===== src/logic/async_serial_pkg.sv =====
// Constants shared by the asynchronous serial port core.
// Contract
// - Each completed character moves from the receive shifter into the receive buffer unless the buffer is still full.
// - Seven-bit characters fill buffer bits 0 to 6; bit 7 reads zero.
// - On overrun the buffer keeps its contents and the new character is dropped.
// - Receive buffer is read-only; reset or power gate off sets it to all ones.
// - Writing the transmit shift register starts sending that character on the output pin.
// - Transmit shift register is write-only; reset, power off or transmit disable set ones.
// - Power gate bit 7 cleared asynchronously resets status, transmit and receive registers.
// - While power gate is off the receive input is seen as high.
// - Transmit enable bit 6 and receive enable bit 5 reset their halves, synced to base clock.
// - Parity field bits 4:3: none, zero, odd, even; same for send and check.
// - Zero parity reception never checks parity, so parity error never sets.
// - Length bit 2 selects seven data bits at 0 and eight at 1.
// - Stop bit 1 gives one or two transmit stop bits; receiver always uses one.
// - Enabling reception while the input is low starts reception immediately.
// - Error status holds three flags, cleared by reset, power off or receive disable.
// - Characters travel least significant bit first.
// - Bit rate is the five-bit divider output divided by two.
// - Framing error sets when the first stop position is not sampled high.
// - Overrun sets when a character completes while the buffer is still unread.
package async_serial_pkg;
   localparam int        ADDR_W        = 16;
   localparam int        DIV_W         = 5;
   localparam int        FRAME_W       = 12;
   localparam int        BITS_W        = 4;

   localparam logic [15:0] MODE_ADDR   = 16'hff70;
   localparam logic [15:0] DATA_ADDR   = 16'hff72;
   localparam logic [15:0] STATUS_ADDR = 16'hff73;

   localparam logic [7:0] MODE_RESET    = 8'h01;
   localparam logic [7:0] RXBUF_RESET   = 8'hff;
   localparam logic [7:0] TXSHIFT_RESET = 8'hff;
   localparam logic [7:0] STATUS_RESET  = 8'h00;
   localparam logic [7:0] READ_NONE     = 8'h00;

   localparam int POWER_BIT = 7;
   localparam int TXE_BIT   = 6;
   localparam int RXE_BIT   = 5;
   localparam int PAR_HI    = 4;
   localparam int PAR_LO    = 3;
   localparam int CLEN_BIT  = 2;
   localparam int STOP_BIT  = 1;

   localparam int PE_BIT  = 2;
   localparam int FE_BIT  = 1;
   localparam int OVE_BIT = 0;

   localparam logic [1:0] PAR_NONE = 2'h0;
   localparam logic [1:0] PAR_ZERO = 2'h1;
   localparam logic [1:0] PAR_ODD  = 2'h2;
   localparam logic [1:0] PAR_EVEN = 2'h3;

   localparam logic [4:0] DIV_MIN     = 5'h08;
   localparam logic [3:0] LEN_SEVEN   = 4'h7;
   localparam logic [3:0] LEN_EIGHT   = 4'h8;
endpackage


===== src/logic/bit_timer.sv =====
// Bit period timer: a divide-by-k counter on base ticks, halved again for the bit rate.
module bit_timer #(
   parameter int DIV_W = 5
) (
   input  wire logic             clk,      // Core clock
   input  wire logic             rst_n,    // Asynchronous reset, active low
   input  wire logic             run,      // Counting; low holds the count at zero
   input  wire logic             tick,     // Base clock enable pulse
   input  wire logic [DIV_W-1:0] div_k,    // Divider value k
   output logic                  sample,   // Pulse in the middle of a bit
   output logic                  bit_end   // Pulse at the end of a bit
);
   if (DIV_W < 2) begin : g_bad_div_w
      $error("bit_timer: DIV_W must be at least 2");
   end

   logic [DIV_W:0] cnt;
   wire  [DIV_W:0] half_last = {1'b0, div_k} - {{DIV_W{1'b0}}, 1'b1};
   wire  [DIV_W:0] full_last = {div_k, 1'b0} - {{DIV_W{1'b0}}, 1'b1};
   wire            at_full   = (cnt == full_last);

   // One bit spans two divider periods, so the bit rate is the divider output over two
   always_ff @(posedge clk or negedge rst_n) begin
      if (!rst_n) begin
         cnt <= '0;
      end else if (!run) begin
         cnt <= '0;
      end else if (tick) begin
         cnt <= at_full ? '0 : cnt + {{DIV_W{1'b0}}, 1'b1};
      end
   end

   assign sample  = run & tick & (cnt == half_last);
   assign bit_end = run & tick & at_full;
endmodule // bit_timer


===== src/logic/async_serial_unit.sv =====
// Asynchronous serial port core: mode register, transmitter, receiver and error status.
module async_serial_unit (
   input  wire logic        core_clk,          // Core clock, 250 MHz
   input  wire logic        nrst,              // System reset, active low
   input  wire logic        base_tick,         // Base clock enable pulse
   input  wire logic [4:0]  div_k,             // Five-bit divider value, 8 to 31
   input  wire logic [15:0] reg_addr,          // CPU register address
   input  wire logic        reg_wr,            // CPU write strobe
   input  wire logic        reg_rd,            // CPU read strobe
   input  wire logic [7:0]  reg_wdata,         // CPU write data
   output logic      [7:0]  reg_rdata,         // CPU read data, valid after read
   input  wire logic        serial_in_pin,     // Receive data line
   output logic             serial_out_pin,    // Transmit data line
   output logic             transmit_done_irq, // Pulse when a frame has been sent
   output logic             receive_done_irq,  // Pulse when a character is stored
   output logic             receive_error_irq  // Pulse when a reception error occurs
);
   ////////////////////////////////////////////////////////////////////////////////
   // Reset release and power gating

   logic rst_meta;
   logic rst_sync;

   always_ff @(posedge core_clk or negedge nrst) begin
      if (!nrst) begin
         rst_meta <= 1'b0;
         rst_sync <= 1'b0;
      end else begin
         rst_meta <= 1'b1;
         rst_sync <= rst_meta;
      end
   end

   logic [7:0] serial_mode_control;

   wire power_gate = serial_mode_control[async_serial_pkg::POWER_BIT];
   // Power gate off resets everything but the mode and read data registers, with no clock needed
   wire unit_rst_n = rst_sync & power_gate;

   ////////////////////////////////////////////////////////////////////////////////
   // Register decode

   wire at_mode   = (reg_addr == async_serial_pkg::MODE_ADDR);
   wire at_data   = (reg_addr == async_serial_pkg::DATA_ADDR);
   wire at_status = (reg_addr == async_serial_pkg::STATUS_ADDR);

   wire wr_mode   = reg_wr & at_mode;
   wire wr_tx     = reg_wr & at_data;
   wire rd_rxbuf  = reg_rd & at_data;
   wire rd_status = reg_rd & at_status;

   wire [1:0] par_sel  = serial_mode_control[async_serial_pkg::PAR_HI:async_serial_pkg::PAR_LO];
   wire       clen     = serial_mode_control[async_serial_pkg::CLEN_BIT];
   wire       two_stop = serial_mode_control[async_serial_pkg::STOP_BIT];
   wire       par_on   = (par_sel != async_serial_pkg::PAR_NONE);
   wire [3:0] char_len = clen ? async_serial_pkg::LEN_EIGHT
                              : async_serial_pkg::LEN_SEVEN;

   // Bit 0 is kept as written; software is expected to write one there
   always_ff @(posedge core_clk or negedge rst_sync) begin
      if (!rst_sync) begin
         serial_mode_control <= async_serial_pkg::MODE_RESET;
      end else if (wr_mode) begin
         serial_mode_control <= reg_wdata;
      end
   end

   ////////////////////////////////////////////////////////////////////////////////
   // Enables, taken over at the base clock

   logic tx_en;
   logic rx_en;

   // A change of an enable bit acts only at the next base tick
   always_ff @(posedge core_clk or negedge unit_rst_n) begin
      if (!unit_rst_n) begin
         tx_en <= 1'b0;
         rx_en <= 1'b0;
      end else if (base_tick) begin
         tx_en <= serial_mode_control[async_serial_pkg::TXE_BIT];
         rx_en <= serial_mode_control[async_serial_pkg::RXE_BIT];
      end
   end

   ////////////////////////////////////////////////////////////////////////////////
   // Transmitter

   typedef enum logic {TX_IDLE, TX_BUSY} tx_state_t;

   tx_state_t                             tx_state;
   logic [7:0]                            transmit_shift;
   logic [async_serial_pkg::FRAME_W-1:0]  tx_frame;
   logic [async_serial_pkg::BITS_W-1:0]   tx_left;
   logic                                  tx_bit_end;

   wire [7:0] tx_data = clen ? reg_wdata : {1'b0, reg_wdata[6:0]};
   wire       tx_odd  = ~^tx_data;
   wire       tx_even = ^tx_data;

   logic tx_par;
   always_comb begin
      case (par_sel)
         async_serial_pkg::PAR_ZERO: tx_par = 1'b0;
         async_serial_pkg::PAR_ODD:  tx_par = tx_odd;
         async_serial_pkg::PAR_EVEN: tx_par = tx_even;
         default:                    tx_par = 1'b1;
      endcase
   end

   // Start bit low, data LSB first, optional parity, then ones for stop and idle
   wire [async_serial_pkg::FRAME_W-1:0] frame_eight = {2'b11, tx_par, tx_data, 1'b0};
   wire [async_serial_pkg::FRAME_W-1:0] frame_seven = {3'b111, tx_par, tx_data[6:0], 1'b0};
   wire [async_serial_pkg::FRAME_W-1:0] next_frame  = clen ? frame_eight : frame_seven;

   // Bits still to go after the start bit: data, parity, then one or two stops
   wire [async_serial_pkg::BITS_W-1:0] next_left =
      char_len + {3'b000, par_on} + {3'b000, two_stop} + 4'h1;

   // Writes during a frame or with transmit disabled are not taken
   wire tx_start = wr_tx & tx_en & (tx_state == TX_IDLE);

   bit_timer #(
      .DIV_W   (async_serial_pkg::DIV_W)
   ) tx_timer (
      .clk     (core_clk),
      .rst_n   (unit_rst_n),
      .run     (tx_state == TX_BUSY),
      .tick    (base_tick),
      .div_k   (div_k),
      .sample  (),
      .bit_end (tx_bit_end)
   );

   always_ff @(posedge core_clk or negedge unit_rst_n) begin
      if (!unit_rst_n) begin
         tx_state          <= TX_IDLE;
         transmit_shift    <= async_serial_pkg::TXSHIFT_RESET;
         tx_frame          <= '1;
         tx_left           <= '0;
         serial_out_pin    <= 1'b1;
         transmit_done_irq <= 1'b0;
      end else if (!tx_en) begin
         tx_state          <= TX_IDLE;
         transmit_shift    <= async_serial_pkg::TXSHIFT_RESET;
         tx_frame          <= '1;
         tx_left           <= '0;
         serial_out_pin    <= 1'b1;
         transmit_done_irq <= 1'b0;
      end else begin
         transmit_done_irq <= 1'b0;
         case (tx_state)
            TX_IDLE: begin
               if (tx_start) begin
                  transmit_shift <= reg_wdata;
                  tx_frame       <= {1'b1, next_frame[async_serial_pkg::FRAME_W-1:1]};
                  tx_left        <= next_left;
                  serial_out_pin <= next_frame[0];
                  tx_state       <= TX_BUSY;
               end
            end
            TX_BUSY: begin
               if (tx_bit_end) begin
                  if (tx_left == '0) begin
                     tx_state          <= TX_IDLE;
                     transmit_done_irq <= 1'b1;
                  end else begin
                     serial_out_pin <= tx_frame[0];
                     tx_frame       <= {1'b1, tx_frame[async_serial_pkg::FRAME_W-1:1]};
                     tx_left        <= tx_left - 4'h1;
                  end
               end
            end
            default: tx_state <= TX_IDLE;
         endcase
      end
   end

   ////////////////////////////////////////////////////////////////////////////////
   // Receiver

   typedef enum logic {RX_IDLE, RX_ACTIVE} rx_state_t;

   rx_state_t                           rx_state;
   logic [7:0]                          receive_shifter;
   logic [7:0]                          receive_buffer;
   logic [2:0]                          receive_error_status;
   logic [async_serial_pkg::BITS_W-1:0] rx_idx;
   logic                                rx_par_bit;
   logic                                rx_full;
   logic                                rx_sample;

   // The pin is ignored while the power gate is off
   wire rx_line = power_gate ? serial_in_pin : 1'b1;

   wire [async_serial_pkg::BITS_W-1:0] par_idx  = char_len + 4'h1;
   wire [async_serial_pkg::BITS_W-1:0] stop_idx = par_idx + {3'b000, par_on};

   wire in_data  = (rx_idx != '0) && (rx_idx <= char_len);
   wire at_par   = par_on && (rx_idx == par_idx);
   wire at_stop  = (rx_idx == stop_idx);
   wire rx_done  = (rx_state == RX_ACTIVE) & rx_sample & at_stop;

   // Seven-bit characters end up in the upper shifter bits and are moved down
   wire [7:0] rx_word = clen ? receive_shifter : {1'b0, receive_shifter[7:1]};
   wire       par_sum = (^rx_word) ^ rx_par_bit;

   // Zero parity is never judged
   wire rx_pe  = ((par_sel == async_serial_pkg::PAR_ODD) & ~par_sum) |
                 ((par_sel == async_serial_pkg::PAR_EVEN) & par_sum);
   wire rx_fe  = ~rx_line;
   wire rx_ove = rx_full;
   wire [2:0] rx_errs = {rx_pe, rx_fe, rx_ove};

   // A low line at enable starts a frame at once; no idle-high qualification
   wire rx_begin = rx_en & (rx_state == RX_IDLE) & ~rx_line;

   bit_timer #(
      .DIV_W   (async_serial_pkg::DIV_W)
   ) rx_timer (
      .clk     (core_clk),
      .rst_n   (unit_rst_n),
      .run     (rx_state == RX_ACTIVE),
      .tick    (base_tick),
      .div_k   (div_k),
      .sample  (rx_sample),
      .bit_end ()
   );

   always_ff @(posedge core_clk or negedge unit_rst_n) begin
      if (!unit_rst_n) begin
         rx_state        <= RX_IDLE;
         rx_idx          <= '0;
         receive_shifter <= '0;
         rx_par_bit      <= 1'b0;
      end else if (!rx_en) begin
         rx_state        <= RX_IDLE;
         rx_idx          <= '0;
         receive_shifter <= '0;
         rx_par_bit      <= 1'b0;
      end else begin
         case (rx_state)
            RX_IDLE: begin
               if (rx_begin) begin
                  rx_state <= RX_ACTIVE;
                  rx_idx   <= '0;
               end
            end
            RX_ACTIVE: begin
               if (rx_sample) begin
                  rx_idx <= rx_idx + 4'h1;
                  // A start bit that is high at mid-bit was a glitch
                  if ((rx_idx == '0) && rx_line) begin
                     rx_state <= RX_IDLE;
                  end else if (in_data) begin
                     receive_shifter <= {rx_line, receive_shifter[7:1]};
                  end else if (at_par) begin
                     rx_par_bit <= rx_line;
                  end else if (at_stop) begin
                     rx_state <= RX_IDLE;
                  end
               end
            end
            default: rx_state <= RX_IDLE;
         endcase
      end
   end

   // Buffer and full flag: a read clears full, a new load in the same cycle wins
   always_ff @(posedge core_clk or negedge unit_rst_n) begin
      if (!unit_rst_n) begin
         receive_buffer <= async_serial_pkg::RXBUF_RESET;
         rx_full        <= 1'b0;
      end else begin
         if (rx_done && !rx_ove) begin
            receive_buffer <= rx_word;
         end
         if (!rx_en) begin
            rx_full <= 1'b0;
         end else if (rx_done && !rx_ove) begin
            rx_full <= 1'b1;
         end else if (rd_rxbuf) begin
            rx_full <= 1'b0;
         end
      end
   end

   // Error flags: set wins over the read that clears them
   always_ff @(posedge core_clk or negedge unit_rst_n) begin
      if (!unit_rst_n) begin
         receive_error_status <= async_serial_pkg::STATUS_RESET[2:0];
         receive_done_irq     <= 1'b0;
         receive_error_irq    <= 1'b0;
      end else if (!rx_en) begin
         receive_error_status <= async_serial_pkg::STATUS_RESET[2:0];
         receive_done_irq     <= 1'b0;
         receive_error_irq    <= 1'b0;
      end else begin
         receive_done_irq  <= rx_done & ~rx_ove;
         receive_error_irq <= rx_done & (|rx_errs);
         if (rx_done) begin
            receive_error_status <= (rd_status ? 3'h0 : receive_error_status) | rx_errs;
         end else if (rd_status) begin
            receive_error_status <= 3'h0;
         end
      end
   end

   ////////////////////////////////////////////////////////////////////////////////
   // Read data

   wire [7:0] status_word = {5'h00, receive_error_status};
   wire [7:0] read_mux =
      at_mode   ? serial_mode_control :
      at_data   ? receive_buffer :
      at_status ? status_word : async_serial_pkg::READ_NONE;

   always_ff @(posedge core_clk or negedge rst_sync) begin
      if (!rst_sync) begin
         reg_rdata <= async_serial_pkg::READ_NONE;
      end else if (reg_rd) begin
         reg_rdata <= read_mux;
      end
   end
endmodule // async_serial_unit


===== config.mk =====
export PLATFORM = sky130hd
export DESIGN_NAME = async_serial_unit
export DESIGN_NICKNAME = d
export VERILOG_FILES = /design/src/logic/async_serial_pkg.sv /design/src/logic/bit_timer.sv /design/src/logic/async_serial_unit.sv
export SDC_FILE = /design/constraint.sdc
export NUM_CORES = 1
export LEC_CHECK = 0
export BUFFER_PORTS_ARGS = -buffer_cell sky130_fd_sc_hd__buf_2
export CORE_ASPECT_RATIO = 1.2
export CORE_MARGIN = 5
export CORE_UTILIZATION = 56
export DETAILED_ROUTE_END_ITERATION = 10
export PLACE_DENSITY = 0.76
export RECOVER_POWER = 100
export REMOVE_ABC_BUFFERS = 1
export SETUP_SLACK_MARGIN = 0.2
export SYNTH_ARGS = -nofsm -noshare
export SYNTH_HDL_FRONTEND = slang
export SYNTH_SLANG_ARGS = --single-unit

===== constraint.sdc =====
create_clock -name core_clk -period 4.7 [get_ports core_clk]
set_input_delay 1.175 -clock core_clk [delete_from_list [all_inputs] [get_ports core_clk]]
set_output_delay 1.175 -clock core_clk [all_outputs]
set_load 0.02 [all_outputs]

==> flow_summary.json <==
{
  "status": "finished with violations",
  "violations": "max-capacitance violations, max-slew violations",
  "p_leak_uw": 0.00209,
  "wl_per_cell_um": 16.3,
  "met1_usage_pct": 26.0,
  "io_pins": 47,
  "crit_fanout": 27,
  "met2_usage_pct": 33.5,
  "wl_mm": 9.42,
  "final_core_util_pct": 63.1,
  "cp-start-kind": "input pin",
  "io_buffer_count": 46,
  "fin_tns_setup_ps": 0,
  "hpwl_mm": 6.89,
  "clkSinkCount": 76,
  "post_cts.repair.setup_buffers": 0,
  "fin_skew_ps": 12.8,
  "tightest_slew_ps": 1660,
  "h-tree-depth": 3,
  "dr.pass1.iters": 5,
  "ir_worst_vdd_mv": 0.163,
  "rows": 35,
  "end_kind": "flip-flop",
  "die_w_um": 91.6,
  "critical_path_required_ps": 4940,
  "die_area_um2": 9880,
  "grt_pass1_vias": 3403,
  "viasPerCell": 5.89,
  "clk_latency_ps": 360,
  "busiest_layer": "met2",
  "track_usage_pct": 20.2,
  "dpl_worst_slack_ps": 996,
  "reg2reg_to": "rx_timer.cnt[4]",
  "hold_class": "reg -> async",
  "arrival_ps": 3930,
  "synth-seq-cells": 76,
  "hold_buffers": 0,
  "maxCapViolCount": 1,
  "syn_area_um2": 4470,
  "setup_ws_ps": 1010,
  "nets": 533,
  "synth_warnings": 0,
  "path_clk_slew_ps": 90,
  "grt_antenna_before_repair": 0,
  "period_minus_slack_ps": 3690,
  "post-route-drc-count": 0,
  "clockBufferDepth": 2,
  "r2r_setup_slack_ps": 1760,
  "fmax_mhz": 271,
  "ctsResizeCount": 0,
  "critical_path_class": "in -> reg",
  "synth_top_flop_cell": "dfrtp_1",
  "area_delta_synth_final_pct": 9.37,
  "grt_pass1_wl_mm": 16.1,
  "ant_nets": 0,
  "slew_headroom_pct": -10.5,
  "cts_buffers": 9,
  "syn_inst": 445,
  "start_util_pct": 57.7,
  "place_congestion": 0.826,
  "pwr_density_cell_nw_per_um2": 258,
  "tritoncts": "yes",
  "core_area_um2": 7750,
  "die_y_um": 108,
  "use_met3_pct": 3.92,
  "grt_max_degree": 34,
  "drive_gt1_share_pct": 17.1,
  "grt_overflow": 0,
  "min_period_over_period_pct": 78.5,
  "avgSynthCellArea_um2": 10.1,
  "r2r_start": "rst_sync",
  "vias": 3403,
  "async_flop_share_pct": 100,
  "antennaDiodeCount": 0,
  "setup_viol": 0,
  "drt_iter0_markers": 133,
  "ys_seq_area_share_pct": 43.0,
  "rsz0062_at_grt": "false",
  "total_power_uw": 1260,
  "synth_edf_count": 0,
  "r2r_cells": 2,
  "yosysUniqueCellTypes": 63,
  "clockRootBuffer": "clkbuf_8",
  "slew_violations": 27,
  "hold_viol_final": 0
}
==> cell usage after synthesis, types with 6 or more instances <==
cell type,instances,area share [%]
xor2_1,13,2.5
xnor2_1,24,4.7
mux2i_1,23,5.1
nor2_1,33,2.8
mux2_1,7,1.8
nand3_1,18,2.0
dfstp_2,19,11
a21oi_1,14,1.6
inv_1,22,1.8
dfrtp_1,57,32
ha_1,16,4.5
nand2_1,29,2.4
nor3_1,8,0.90
a31oi_1,13,1.8
and3_1,7,0.98
nand4_1,8,1.1
clkbuf_1,14,1.2
o21ai_0,28,3.1
buf_2,6,0.67
mux2_2,12,3.0
==> routing by layer <==
layer,routed length [µm],share of wire (%)
met4,229,2.4
met1,4190,44
met3,447,4.7
met2,4550,48
met5,0,0
==> registers in the layout, indices dropped and copies added, names as in the netlist, 3 cells and up <==
signal / flops
tx_left: 4
serial_mode_control: 8
tx_timer.cnt: 6
rx_timer.cnt: 6
receive_buffer: 8
rx_idx: 4
reg_rdata: 8
receive_shifter: 8
tx_frame: 9
receive_error_status: 3
==> per-stage QoR <==
step,cell area [µm²],std cells,hold slack (ps)
floorplan,4370,420,205
global placement,4750,562,295
detailed placement,4750,562,306
CTS,4960,578,307
global route,4890,578,366
finish,4890,578,281
==> final cells by class <==
type / count / area (µm²)
fillers: 651 / 2860
multi-input cells: 321 / 2330
flip-flops and latches: 76 / 1930
repair buffers: 50 / 231
clock buffers: 9 / 124
well taps: 92 / 115
inverters: 23 / 86.3
clock inverters: 7 / 82.6
==> critical path: stages <==
cell      delay, ps
clkbuf_1        140
inv_1            80
ha_1            200
nor3b_1         490
xnor2_1         150
nor4_1          640
a211o_1         740
mux2i_1         260
nor3_1           70
==> cell usage in the layout, fill, tap and decap left out, types with 13 or more instances in the layout <==
| cell type | Yosys | final |
|---|---|---|
| dfstp_2 | 19 | 19 |
| inv_1 | 22 | 22 |
| clkbuf_1 | 14 | 17 |
| a21oi_1 | 14 | 14 |
| nor2_1 | 33 | 33 |
| buf_2 | 6 | 31 |
| dfrtp_1 | 57 | 57 |
| mux2i_1 | 23 | 23 |
| o21ai_0 | 28 | 28 |
| nand3_1 | 18 | 19 |
| xor2_1 | 13 | 13 |
| nand2_1 | 29 | 29 |
| xnor2_1 | 24 | 24 |
| a31oi_1 | 13 | 13 |
| ha_1 | 16 | 16 |
==> worst max-delay path by stage <==
stage,to,cells after the start,startpoint,slack [ps]
floorplan,receive_shifter[0],8,div_k[0],790
global placement,tx_left[2],9,div_k[0],1060
detailed placement,tx_left[3],9,div_k[0],1000
CTS,tx_left[2],9,div_k[0],1390
global route,tx_left[2],9,div_k[0],790
finish,tx_left[2],9,div_k[0],1010
==> where the power goes <==
group          switching, µW  internal, µW
Combinational           38.1          36.8
Clock                    274           253
Sequential              4.58           657
Total                    316           947
==> cells by family after synthesis <==
| family | count (synthesis) | share of synthesized area [%] |
|---|---|---|
| flops | 76 | 43.0 |
| fa+ha+maj | 17 | 4.92 |
| other cells | 1 | 0.0838 |
| xor+xnor | 42 | 9.90 |
| buf+inv | 48 | 4.31 |
| mux | 42 | 9.93 |
| compound gates | 77 | 10.6 |
| simple gates | 142 | 17.2 |
Note: power is estimated with default switching activity, not from simulation.
